## config.mk

```make
export PLATFORM = sky130hd
export DESIGN_NAME = smbarp_udid
export DESIGN_NICKNAME = d
export VERILOG_FILES = /design/src/smbarp_pkg.sv /design/src/smbarp_sync.sv /design/src/smbarp_crc8.sv /design/src/smbarp_udid.sv
export SDC_FILE = /design/constraint.sdc
export NUM_CORES = 1
export LEC_CHECK = 0
export ABC_AREA = 1
export BUFFER_PORTS_ARGS = -buffer_cell sky130_fd_sc_hd__buf_2
export CORE_MARGIN = 1
export CORE_UTILIZATION = 60
export CTS_BUF_LIST = sky130_fd_sc_hd__clkbuf_4
export DETAILED_ROUTE_END_ITERATION = 8
export GPL_TIMING_DRIVEN = 1
export PLACE_DENSITY = 0.81
export SLEW_MARGIN = 40
export SYNTH_ARGS = -nofsm -noshare
export SYNTH_HDL_FRONTEND = slang
export SYNTH_SLANG_ARGS = --single-unit
```

## constraint.sdc

```tcl
create_clock -name clk -period 3.9 [get_ports clk]
set_input_delay 0.78 -clock clk [delete_from_list [all_inputs] [get_ports clk]]
set_output_delay 0.78 -clock clk [all_outputs]
set_load 0.005 [all_outputs]
```

## src/smbarp_pkg.sv

```systemverilog
// Constants and types shared by the address-resolution identity block
package smbarp_pkg;

   // ****************************************
   // Bus protocol constants
   // ****************************************
   localparam logic [6:0] ARP_ADDR = 7'h61;
   localparam logic [7:0] CMD_PREPARE = 8'h01;
   localparam logic [7:0] CMD_RESET_GEN = 8'h02;
   localparam logic [7:0] CMD_GET_GEN = 8'h03;
   localparam logic [7:0] CMD_ASSIGN = 8'h04;
   localparam logic [7:0] UDID_COUNT = 8'h11;
   localparam logic [7:0] NO_ADDR_BYTE = 8'hff;
   localparam logic [7:0] IDLE_BYTE = 8'hff;

   // ****************************************
   // Byte positions within a transaction
   // ****************************************
   localparam logic [4:0] IDX_CNT = 5'h01;
   localparam logic [4:0] IDX_UDID_LAST = 5'h11;
   localparam logic [4:0] IDX_ASN_ADDR = 5'h12;
   localparam logic [4:0] IDX_GEN_END = 5'h02;
   localparam logic [4:0] IDX_ASN_END = 5'h14;
   localparam logic [4:0] IDX_TX_ADDR = 5'h11;
   localparam logic [4:0] IDX_TX_PEC = 5'h12;
   localparam logic [4:0] UDID_NBYTES = 5'h10;

   // ****************************************
   // Identifier fields
   // ****************************************
   localparam logic [7:0] UDID_CAP = 8'hc1;
   localparam logic [15:0] UDID_IFACE = 16'h0004;
   localparam logic [31:0] UDID_SUBSYS = 32'h0000_0000;
   localparam logic [12:0] UDID_VS_PAD = 13'h0000;
   localparam logic [6:0] FD_ADDR_BASE = 7'h50;
   localparam logic [7:0] PEC_POLY = 8'h07;

   // ****************************************
   // Power-up capture and random source
   // ****************************************
   localparam logic [1:0] STRAP_SETTLE = 2'h3;
   localparam logic [15:0] LFSR_SEED = 16'hace1;
   localparam logic [15:0] LFSR_TAPS = 16'hb400;

   // ****************************************
   // Register map and fields
   // ****************************************
   localparam logic [3:0] REG_CTRL = 4'h0;
   localparam logic [3:0] REG_STATUS = 4'h4;
   localparam logic [3:0] REG_RAND = 4'h8;
   localparam int CTRL_EN = 0;
   localparam logic CTRL_EN_RESET = 1'b1;
   localparam int ST_FD = 0;
   localparam int ST_AR = 1;
   localparam int ST_AV = 2;
   localparam int ST_STRAP_DONE = 3;
   localparam int ST_LVL = 4;
   localparam int ST_PEC_ERR = 7;
   localparam int ST_ADDR = 8;
   localparam int ST_RND_DONE = 15;

   typedef enum {S_IDLE, S_RX, S_RXACK, S_TX, S_TXACK} smbarp_state_t;

endpackage

```

## src/smbarp_sync.sv

```systemverilog
// Two-flop synchroniser for asynchronous pin inputs
`timescale 1ns/1ps
module smbarp_sync #(
   parameter int W = 1
) (
   input wire logic clk,
   input wire logic reset,
   input wire logic [W-1:0] d,
   output logic [W-1:0] q
);
   typedef struct packed {
      logic [W-1:0] s1;
      logic [W-1:0] s2;
   } smbarp_sync_t;

   smbarp_sync_t r;
   smbarp_sync_t r_nxt;

   always_comb begin
      r_nxt = r;
      r_nxt.s1 = d;
      r_nxt.s2 = r.s1;
   end

   always_ff @(posedge clk) begin
      if (reset) begin
         r <= '0;
      end else begin
         r <= r_nxt;
      end
   end

   assign q = r.s2;
endmodule

```

## src/smbarp_crc8.sv

```systemverilog
// Packet error code update over one byte
`timescale 1ns/1ps
module smbarp_crc8
   import smbarp_pkg::*;
(
   input wire logic [7:0] crc,
   input wire logic [7:0] data,
   output logic [7:0] crc_nxt
);
   always_comb begin
      logic [7:0] c;
      c = crc ^ data;
      for (int i = 0; i < 8; i++) begin
         c = c[7] ? ((c << 1) ^ PEC_POLY) : (c << 1);
      end
      crc_nxt = c;
   end
endmodule

```

## src/smbarp_udid.sv

```systemverilog
// Address-resolution responder with identifier, strap capture and registers
//
// The Avalon-MM slave port and the register addresses were left to the implementer.
`timescale 1ns/1ps
// Overview of operation
// - Hold a 128-bit identifier and return it on get-identifier.
// - Vendor-specific part carries a random value so twin devices differ.
// - Every resolution exchange carries PEC; device generates and checks it.
// - Broadcast commands reach all; directed ones need an assigned address.
// - Prepare-to-resolve accepted only as broadcast.
// - Reset-device accepted broadcast and directed at own address.
// - Get-identifier answered broadcast while address-resolved flag clear, and directed, with full identifier.
// - Upper four strap levels pick resolution mode, strap_level_input 111 to 100.
// - Lower four strap levels pick fixed mode, address 0x53 to 0x50.
// - Identifier bits 127:120 hold capability byte 11000001.
// - Bits 119:112 hold format version 1 with silicon revision.
// - Bits 111:96 vendor code, bits 95:80 device code, both constant.
// - Bits 79:64 hold interface field encoding SMBus 2.0.
// - Subsystem vendor and device fields read as zero.
// - Bits 31:0 are zeros, three strap_level_input bits (zeros in fixed mode), then 16-bit random.
// - Fixed mode supports all commands but assign; address never changes.
// - Strap captured once at power-up; later changes ignored.
module smbarp_udid
   import smbarp_pkg::*;
#(
   parameter logic [7:0] VER_REV = 8'h08,     // Arbitrary revision value
   parameter logic [15:0] VENDOR_ID = 16'h1234, // Arbitrary value
   parameter logic [15:0] DEVICE_ID = 16'h5678  // Arbitrary value
) (
   input wire logic clk,
   input wire logic reset,
   input wire logic scl_in,
   input wire logic sda_in,
   output logic sda_out,
   output logic sda_oe_n,
   input wire logic [2:0] strap_level_input,
   input wire logic [3:0] avs_address,
   input wire logic avs_read,
   input wire logic avs_write,
   input wire logic [31:0] avs_writedata,
   input wire logic [3:0] avs_byteenable,
   output logic [31:0] avs_readdata,
   output logic avs_waitrequest,
   output logic fixed_discoverable_mode,
   output logic [6:0] slave_addr,
   output logic addr_valid
);
   typedef struct packed {
      logic scl_q;
      logic sda_q;
      smbarp_state_t st;
      logic [2:0] bitcnt;
      logic [7:0] sh;
      logic [7:0] tx;
      logic [4:0] bidx;
      logic addrph;
      logic got8;
      logic ackgo;
      logic rd;
      logic [7:0] cmd;
      logic cmd_ok;
      logic in_xfer;
      logic [7:0] crc;
      logic pec_ok;
      logic match;
      logic [6:0] new_addr;
      logic sda_oe_n;
      logic sda_out;
      logic ar;
      logic av;
      logic [6:0] my_addr;
      logic fd_mode;
      logic [2:0] strap_position_bits;
      logic strap_done;
      logic [1:0] settle;
      logic [15:0] lfsr;
      logic [15:0] rnd;
      logic rnd_done;
      logic resp_en;
      logic pec_err;
      logic wreq;
      logic [31:0] rdata;
   } smbarp_udid_t;

   smbarp_udid_t r;
   smbarp_udid_t r_nxt;

   logic scl_s;
   logic sda_s;
   logic [2:0] strap_s;
   logic [7:0] rx_byte;
   logic [7:0] crc_rx;
   logic [7:0] crc_tx;
   logic [7:0] tx_byte;
   logic [4:0] tx_idx;
   logic [127:0] udid;
   logic [7:0] addr_byte;
   logic cmd_valid;
   logic start;
   logic stop;
   logic rise;
   logic fall;

   // ****************************************
   // Pin synchronisers and PEC calculators
   // ****************************************
   smbarp_sync #(.W(5)) u_sync (
      .clk(clk),
      .reset(reset),
      .d({scl_in, sda_in, strap_level_input}),
      .q({scl_s, sda_s, strap_s})
   );

   smbarp_crc8 u_crc_rx (
      .crc(r.crc),
      .data(rx_byte),
      .crc_nxt(crc_rx)
   );

   smbarp_crc8 u_crc_tx (
      .crc(r.crc),
      .data(tx_byte),
      .crc_nxt(crc_tx)
   );

   function automatic logic [7:0] udid_sel(input logic [127:0] u,
                                           input logic [4:0] k);
      logic [6:0] pos;
      pos = 7'({2'b00, 5'(UDID_NBYTES - k)} << 3);
      return u[pos +: 8];
   endfunction

   // ****************************************
   // Identifier assembly and bus events
   // ****************************************
   assign udid = {UDID_CAP,
                  VER_REV,
                  VENDOR_ID, DEVICE_ID,
                  UDID_IFACE,
                  UDID_SUBSYS,
                  UDID_VS_PAD, r.strap_position_bits, r.rnd};
   assign addr_byte = r.av ? {r.my_addr, 1'b1} : NO_ADDR_BYTE;
   assign rx_byte = {r.sh[6:0], sda_s};
   assign tx_idx = (r.st == S_TXACK) ? 5'(r.bidx + 5'h01) : 5'h00;
   assign start = r.scl_q && scl_s && r.sda_q && !sda_s;
   assign stop = r.scl_q && scl_s && !r.sda_q && sda_s;
   assign rise = !r.scl_q && scl_s;
   assign fall = r.scl_q && !scl_s;

   always_comb begin
      if (tx_idx == 5'h00) begin
         tx_byte = UDID_COUNT;
      end else if (tx_idx <= UDID_NBYTES) begin
         tx_byte = udid_sel(udid, tx_idx);
      end else if (tx_idx == IDX_TX_ADDR) begin
         tx_byte = addr_byte;
      end else if (tx_idx == IDX_TX_PEC) begin
         tx_byte = r.crc;
      end else begin
         tx_byte = IDLE_BYTE;
      end
   end

   // Broadcast set first, directed form only with a valid own address
   assign cmd_valid = (rx_byte == CMD_PREPARE) ||
                      (rx_byte == CMD_RESET_GEN) ||
                      (rx_byte == CMD_GET_GEN) ||
                      (rx_byte == CMD_ASSIGN && !r.fd_mode) ||
                      (rx_byte[7:1] == r.my_addr && r.av);

   always_comb begin
      r_nxt = r;
      r_nxt.scl_q = scl_s;
      r_nxt.sda_q = sda_s;
      r_nxt.lfsr = {r.lfsr[14:0], ^(r.lfsr & LFSR_TAPS)};

      // ****************************************
      // Power-up strap capture
      // ****************************************
      if (!r.strap_done) begin
         if (r.settle == STRAP_SETTLE) begin
            r_nxt.strap_done = 1'b1;
            r_nxt.fd_mode = !strap_s[2];
            r_nxt.strap_position_bits = strap_s[2] ? strap_s : 3'h0;
            r_nxt.my_addr = strap_s[2] ? 7'h00 :
                            (FD_ADDR_BASE | {5'h00, strap_s[1:0]});
            r_nxt.av = !strap_s[2];
         end else begin
            r_nxt.settle = 2'(r.settle + 2'h1);
         end
      end

      // ****************************************
      // Register slave, one wait state
      // ****************************************
      r_nxt.wreq = 1'b1;
      if ((avs_read || avs_write) && r.wreq) begin
         r_nxt.wreq = 1'b0;
         r_nxt.rdata = 32'h0000_0000;
         if (avs_read) begin
            if (avs_address == REG_CTRL) begin
               r_nxt.rdata[CTRL_EN] = r.resp_en;
            end else if (avs_address == REG_STATUS) begin
               r_nxt.rdata[ST_FD] = r.fd_mode;
               r_nxt.rdata[ST_AR] = r.ar;
               r_nxt.rdata[ST_AV] = r.av;
               r_nxt.rdata[ST_STRAP_DONE] = r.strap_done;
               r_nxt.rdata[ST_LVL +: 3] = r.strap_position_bits;
               r_nxt.rdata[ST_PEC_ERR] = r.pec_err;
               r_nxt.rdata[ST_ADDR +: 7] = r.my_addr;
               r_nxt.rdata[ST_RND_DONE] = r.rnd_done;
            end else if (avs_address == REG_RAND) begin
               r_nxt.rdata[15:0] = r.rnd;
            end
         end
      end
      if (avs_write && !r.wreq) begin
         if (avs_address == REG_CTRL && avs_byteenable[0]) begin
            r_nxt.resp_en = avs_writedata[CTRL_EN];
         end else if (avs_address == REG_STATUS && avs_byteenable[0]) begin
            if (avs_writedata[ST_PEC_ERR]) begin
               r_nxt.pec_err = 1'b0;
            end
         end
      end

      // ****************************************
      // Serial engine
      // ****************************************
      if (start) begin
         if (r.strap_done && r.resp_en) begin
            r_nxt.st = S_RX;
            r_nxt.bitcnt = 3'h0;
            r_nxt.addrph = 1'b1;
            r_nxt.got8 = 1'b0;
            r_nxt.sda_oe_n = 1'b1;
            if (!r.in_xfer) begin
               r_nxt.crc = 8'h00;
            end
            r_nxt.in_xfer = 1'b1;
            if (!r.rnd_done) begin
               r_nxt.rnd = r.lfsr;
               r_nxt.rnd_done = 1'b1;
            end
         end
      end else if (stop) begin
         r_nxt.st = S_IDLE;
         r_nxt.sda_oe_n = 1'b1;
         r_nxt.in_xfer = 1'b0;
         if (r.in_xfer && !r.rd && r.cmd_ok) begin
            if (r.cmd == CMD_ASSIGN && r.bidx == IDX_ASN_END) begin
               if (!r.pec_ok) begin
                  r_nxt.pec_err = 1'b1;
               end else if (r.match && !r.fd_mode) begin
                  r_nxt.my_addr = r.new_addr;
                  r_nxt.ar = 1'b1;
                  r_nxt.av = 1'b1;
               end
            end else if (r.cmd != CMD_ASSIGN && r.bidx == IDX_GEN_END) begin
               if (!r.pec_ok) begin
                  r_nxt.pec_err = 1'b1;
               end else if (r.cmd == CMD_PREPARE) begin
                  r_nxt.ar = 1'b0;
               end else if (r.cmd == CMD_RESET_GEN ||
                            r.cmd == {r.my_addr, 1'b0}) begin
                  r_nxt.ar = 1'b0;
                  r_nxt.av = r.fd_mode;
               end
            end
         end
      end else begin
         case (r.st)
            S_RX: begin
               if (rise) begin
                  r_nxt.sh = rx_byte;
                  r_nxt.bitcnt = 3'(r.bitcnt + 3'h1);
                  if (r.bitcnt == 3'h7) begin
                     r_nxt.got8 = 1'b1;
                     r_nxt.crc = crc_rx;
                     r_nxt.ackgo = 1'b0;
                     if (r.addrph) begin
                        r_nxt.addrph = 1'b0;
                        if (rx_byte[7:1] == ARP_ADDR && !rx_byte[0]) begin
                           r_nxt.ackgo = 1'b1;
                           r_nxt.rd = 1'b0;
                           r_nxt.bidx = 5'h00;
                           r_nxt.cmd_ok = 1'b0;
                           r_nxt.match = 1'b1;
                        end else if (rx_byte[7:1] == ARP_ADDR &&
                                     r.cmd_ok && r.bidx == IDX_CNT &&
                                     ((r.cmd == CMD_GET_GEN && !r.ar) ||
                                      r.cmd == {r.my_addr, 1'b1})) begin
                           r_nxt.ackgo = 1'b1;
                           r_nxt.rd = 1'b1;
                        end
                     end else begin
                        r_nxt.pec_ok = (crc_rx == 8'h00);
                        r_nxt.bidx = 5'(r.bidx + 5'h01);
                        if (r.bidx == 5'h00) begin
                           r_nxt.cmd = rx_byte;
                           r_nxt.cmd_ok = cmd_valid;
                           r_nxt.ackgo = cmd_valid;
                        end else begin
                           r_nxt.ackgo = r.cmd_ok &&
                              (r.bidx < ((r.cmd == CMD_ASSIGN) ?
                                         IDX_ASN_END : IDX_GEN_END));
                           if (r.bidx == IDX_CNT) begin
                              r_nxt.match = r.match &&
                                            (rx_byte == UDID_COUNT);
                           end else if (r.bidx <= IDX_UDID_LAST) begin
                              r_nxt.match = r.match && (rx_byte ==
                                 udid_sel(udid, 5'(r.bidx - 5'h01)));
                           end else if (r.bidx == IDX_ASN_ADDR) begin
                              r_nxt.new_addr = rx_byte[7:1];
                           end
                        end
                     end
                  end
               end else if (fall && r.got8) begin
                  r_nxt.got8 = 1'b0;
                  r_nxt.bitcnt = 3'h0;
                  if (r.ackgo) begin
                     r_nxt.sda_oe_n = 1'b0;
                     r_nxt.st = S_RXACK;
                  end else begin
                     r_nxt.st = S_IDLE;
                  end
               end
            end
            S_RXACK: begin
               if (fall) begin
                  r_nxt.sda_oe_n = 1'b1;
                  r_nxt.st = S_RX;
                  if (r.rd) begin
                     r_nxt.st = S_TX;
                     r_nxt.bidx = 5'h00;
                     r_nxt.tx = tx_byte;
                     r_nxt.crc = crc_tx;
                     r_nxt.sda_oe_n = tx_byte[7];
                  end
               end
            end
            S_TX: begin
               if (rise) begin
                  // Released high but line low: another device won
                  if (r.sda_oe_n && !sda_s) begin
                     r_nxt.st = S_IDLE;
                  end else begin
                     r_nxt.bitcnt = 3'(r.bitcnt + 3'h1);
                  end
               end else if (fall) begin
                  if (r.bitcnt == 3'h0) begin
                     r_nxt.sda_oe_n = 1'b1;
                     r_nxt.st = S_TXACK;
                  end else begin
                     r_nxt.tx = {r.tx[6:0], 1'b0};
                     r_nxt.sda_oe_n = r.tx[6];
                  end
               end
            end
            S_TXACK: begin
               if (rise) begin
                  r_nxt.got8 = !sda_s;
               end else if (fall) begin
                  r_nxt.got8 = 1'b0;
                  r_nxt.st = S_IDLE;
                  if (r.got8) begin
                     r_nxt.st = S_TX;
                     r_nxt.bidx = tx_idx;
                     r_nxt.tx = tx_byte;
                     r_nxt.crc = crc_tx;
                     r_nxt.sda_oe_n = tx_byte[7];
                  end
               end
            end
            default: begin
               r_nxt.sda_oe_n = 1'b1;
            end
         endcase
      end
   end

   always_ff @(posedge clk) begin
      if (reset) begin
         r <= '0;
         r.st <= S_IDLE;
         r.scl_q <= 1'b1;
         r.sda_q <= 1'b1;
         r.sda_oe_n <= 1'b1;
         r.wreq <= 1'b1;
         r.resp_en <= CTRL_EN_RESET;
         r.lfsr <= LFSR_SEED;
      end else begin
         r <= r_nxt;
      end
   end

   // ****************************************
   // Outputs
   // ****************************************
   assign sda_out = r.sda_out;
   assign sda_oe_n = r.sda_oe_n;
   assign avs_readdata = r.rdata;
   assign avs_waitrequest = r.wreq;
   assign fixed_discoverable_mode = r.fd_mode;
   assign slave_addr = r.my_addr;
   assign addr_valid = r.av;
endmodule

```

==> reports/metrics.cfg <==
[outcome]
status = finished, final reports clean

[grt]
grt_pass1_vias = 7008
grt_pass1_wl_um = 35600
antenna_found_initial = 1
grt_max_degree = 82
grt_overflow = 0
grt.total_usage_pct = 31.74

[sta]
fmax_ghz = 0.2879
fin_hold_ws_ns = 0.3818
final_max_slew_viol_count = 0
finalHoldViolCount = 0
finalSetupViolCount = 0
fin_crit_ns = 3.473
setup_tns_ns = 0
finClkSkew_ns = 0.02028
rsz0062_at_grt = no
worst_slew_pin_slew_ns = 0.7603
fin_crit_sh_pct = 89.05
slew_headroom_pct = 48.92

[clock_network]
holdBufCountCts = 0
clock-root-buffer = clkbuf_4
clkSinkCount = 137
numCtsBuffers = 17
htree_levels = 4
cts_tree = built
cts_buffer_depth = 2
clock_latency_ns = 0.58
path_clk_slew_ns = 0.13

[worst_setup_path]
slowest_stage = dfxtp_2
path_buf_inv = 4
crit_required_ns = 4.33
cp_slowest_stage_delay_ns = 0.43
path_cells = inv_1 -> ha_1 -> inv_1 -> nor2_1 -> inv_1 -> ha_1 -> inv_1 -> nand2_1 -> nand2_2 -> nand2_1 -> o21ai_1 -> nand2_1 -> nand2_1 -> nand3_2 -> nand2_1 -> nand2_1 -> nand2_1 -> nand2_1 -> nand2_1 -> nand2_2 -> nand2_1 -> nand3_1 -> nand2_1 -> a21oi_1
crit_path_start_kind = flop
criticalPathCategory = reg -> reg
critPathMaxFanout = 10
end_kind = flop
crit_family = simple AND/OR/NAND/NOR gates
cp.arrival_ns = 3.90
critical_path.most_common_cell = nand2_1

[synth]
synthArstFlopShare_pct = 0
ys_seq_area_share_pct = 33.00
synth_seq_cells = 137
synth-edff-count = 0
yosysUniqueCellTypes = 53
synthTopCellsByArea = dfxtp_1 33%, nand2_1 11%, a21oi_1 8.3%
synth-warning-count = 0
syn_area_um2 = 8310
ys.flop_type = dfxtp_1
synthCells = 1224
synth_top_cell_area_share_pct = 33.00
yosysTopAreaCell = dfxtp_1
syn_area_per_cell_um2 = 6.790

[finish]
final_net_count = 1300
drive_above_1_share_pct = 10.95
finalNonFillerCells = 1419
area_growth_pct = 4.246
n_fill_cell = 1232
design_area_um2 = 8663

[route]
wl_per_cell_um = 15.57
vias = 8185
wirelength_um = 22100
drt_iter0_drc = 867
drtAntennaViolNets = 0
drtPass1Iterations = 8
viasPerCell = 5.768
drc = 0

[floorplanning]
die_y_um = 119.7
initial_core_util_pct = 62.02
rows = 42
dieArea_um2 = 14330
io_pins = 93
core-area_um2 = 13400
die_w_um = 119.7

[power_and_ir_drop]
powerDensity_nw_per_um2 = 527.6
total_power_mw = 4.571
peakVddDrop_mv = 0.2665
leakagePower_nw = 3.735

[placement]
dp_cells = 1386
dpl-instance-area_um2 = 8373
port_buffers = 42
dp_hpwl_um = 16380
place.gp.congestion = 0.9359

[job]
cap_violations = 0

[worst_hold_path]
min_path_type = in -> reg

-- report_power, final --
| group | switching (mW) | internal [mW] | leakage (nW) |
|---|---|---|---|
| Combinational | 1.33 | 0.655 | 2.47 |
| Sequential | 0.138 | 1.52 | 1.12 |
| Clock | 0.585 | 0.339 | 0.149 |
| Total | 2.06 | 2.51 | 3.74 |
-- through the flow --
step           util (%)  worst slack, ns
2_1_floorplan         -           0.8012
3_3_place_gp      62.48           0.4519
3_5_place_dp      62.48           0.4074
4_1_cts           64.53           0.3633
5_1_grt           64.65          0.05229
6_report          64.65           0.4270
-- final timing paths --
path                        start     endpoint  slack (ns)  cells past startpoint
max                        r[118]        r[96]        0.43                     24
min          strap_level_input[2]  u_sync.r[7]        0.38                      3
max reg2reg                r[118]        r[96]        0.43                     24
min reg2reg           u_sync.r[9]  u_sync.q[4]        0.40                      2
-- cells in the mapped netlist (11+ instances only) --
| master | number |
|---|---|
| ha_1 | 22 |
| a21oi_1 | 138 |
| nand3_1 | 63 |
| o21ai_0 | 98 |
| nand2_1 | 241 |
| dfxtp_1 | 137 |
| xnor2_1 | 19 |
| a211oi_1 | 11 |
| xor2_1 | 17 |
| nand4_1 | 24 |
| buf_4 | 42 |
| inv_1 | 139 |
| clkbuf_1 | 31 |
| nor2_1 | 98 |
| o22ai_1 | 15 |
| nor3_1 | 13 |
-- routing by layer --
layer | vias up | GRT usage [%] | wire [um]
li1 | 4019 | - | -
met1 | 3700 | 45.19 | 10130
met2 | 406 | 46.32 | 9269
met3 | 60 | 6.654 | 1994
met4 | 0 | 13.05 | 699
met5 | - | 0 | 0
-- placed cells by master (no fill, tap or decap), drive strengths merged, types with 13 or more instances in the layout --
cell type / netlist / routed
ha: 22 / 22
a21oi: 141 / 141
nand4: 24 / 24
inv: 149 / 155
o21ai: 105 / 105
dfxtp: 137 / 137
nand3: 69 / 69
nor3: 13 / 13
o22ai: 15 / 15
buf: 50 / 51
xnor2: 19 / 19
nand2: 250 / 250
clkbuf: 31 / 18
xor2: 17 / 17
conb: 1 / 17
nor2: 110 / 110
-- what timing repair did --
action	in CTS	in global routing
setup endpoints to repair	0	3
hold endpoints to repair	0	0
buffers inserted	0	0
resized for setup	0	1
-- worst reg2reg max path: stages, from the launching register on --
cell     delay (ns)
dfxtp_2        0.43
inv_1          0.13
ha_1           0.36
inv_1          0.08
nor2_1         0.20
inv_1          0.11
ha_1           0.29
inv_1          0.08
nand2_1        0.09
nand2_2        0.17
nand2_1        0.09
o21ai_1        0.12
nand2_1        0.06
nand2_1        0.13
nand3_2        0.12
nand2_1        0.09
nand2_1        0.11
nand2_1        0.09
nand2_1        0.07
nand2_1        0.08
nand2_2        0.08
nand2_1        0.06
nand3_1        0.12
nand2_1        0.10
a21oi_1        0.07
-- registers in the layout, summed over array words and instances (netlist names) --
signal                   cells
u_sync.q                     5
sda_oe_n                     1
u_sync.r                     5
slave_addr                   7
avs_readdata                16
avs_waitrequest              1
addr_valid                   1
fixed_discoverable_mode      1
r                          100
-- layout make-up --
class / instances / area (um2) / share of cell area (%)
Multi-Input combinational cell: 871 / 4572 / 52.77
Sequential cell: 137 / 2744 / 31.67
Inverter: 151 / 569.3 / 6.571
Timing Repair Buffer: 51 / 281.5 / 3.250
Tap cell: 176 / 220.2 / 2.542
Clock inverter: 14 / 138.9 / 1.603
Clock buffer: 18 / 135.1 / 1.560
Antenna cell: 1 / 2.502 / 0.02889
-- cells by family after synthesis --
family | after synthesis | share of synthesized area [%]
and+or+nand+nor | 490 | 26.59
AOI/OAI and AO/OA | 306 | 20.45
other | 1 | 0.04512
xor gates and xnor gates | 36 | 3.794
DFF | 137 | 33.00
buffers and inverters | 232 | 12.81
adders and majority gates | 22 | 3.312
No activity file was read; power rests on OpenSTA's default activity.
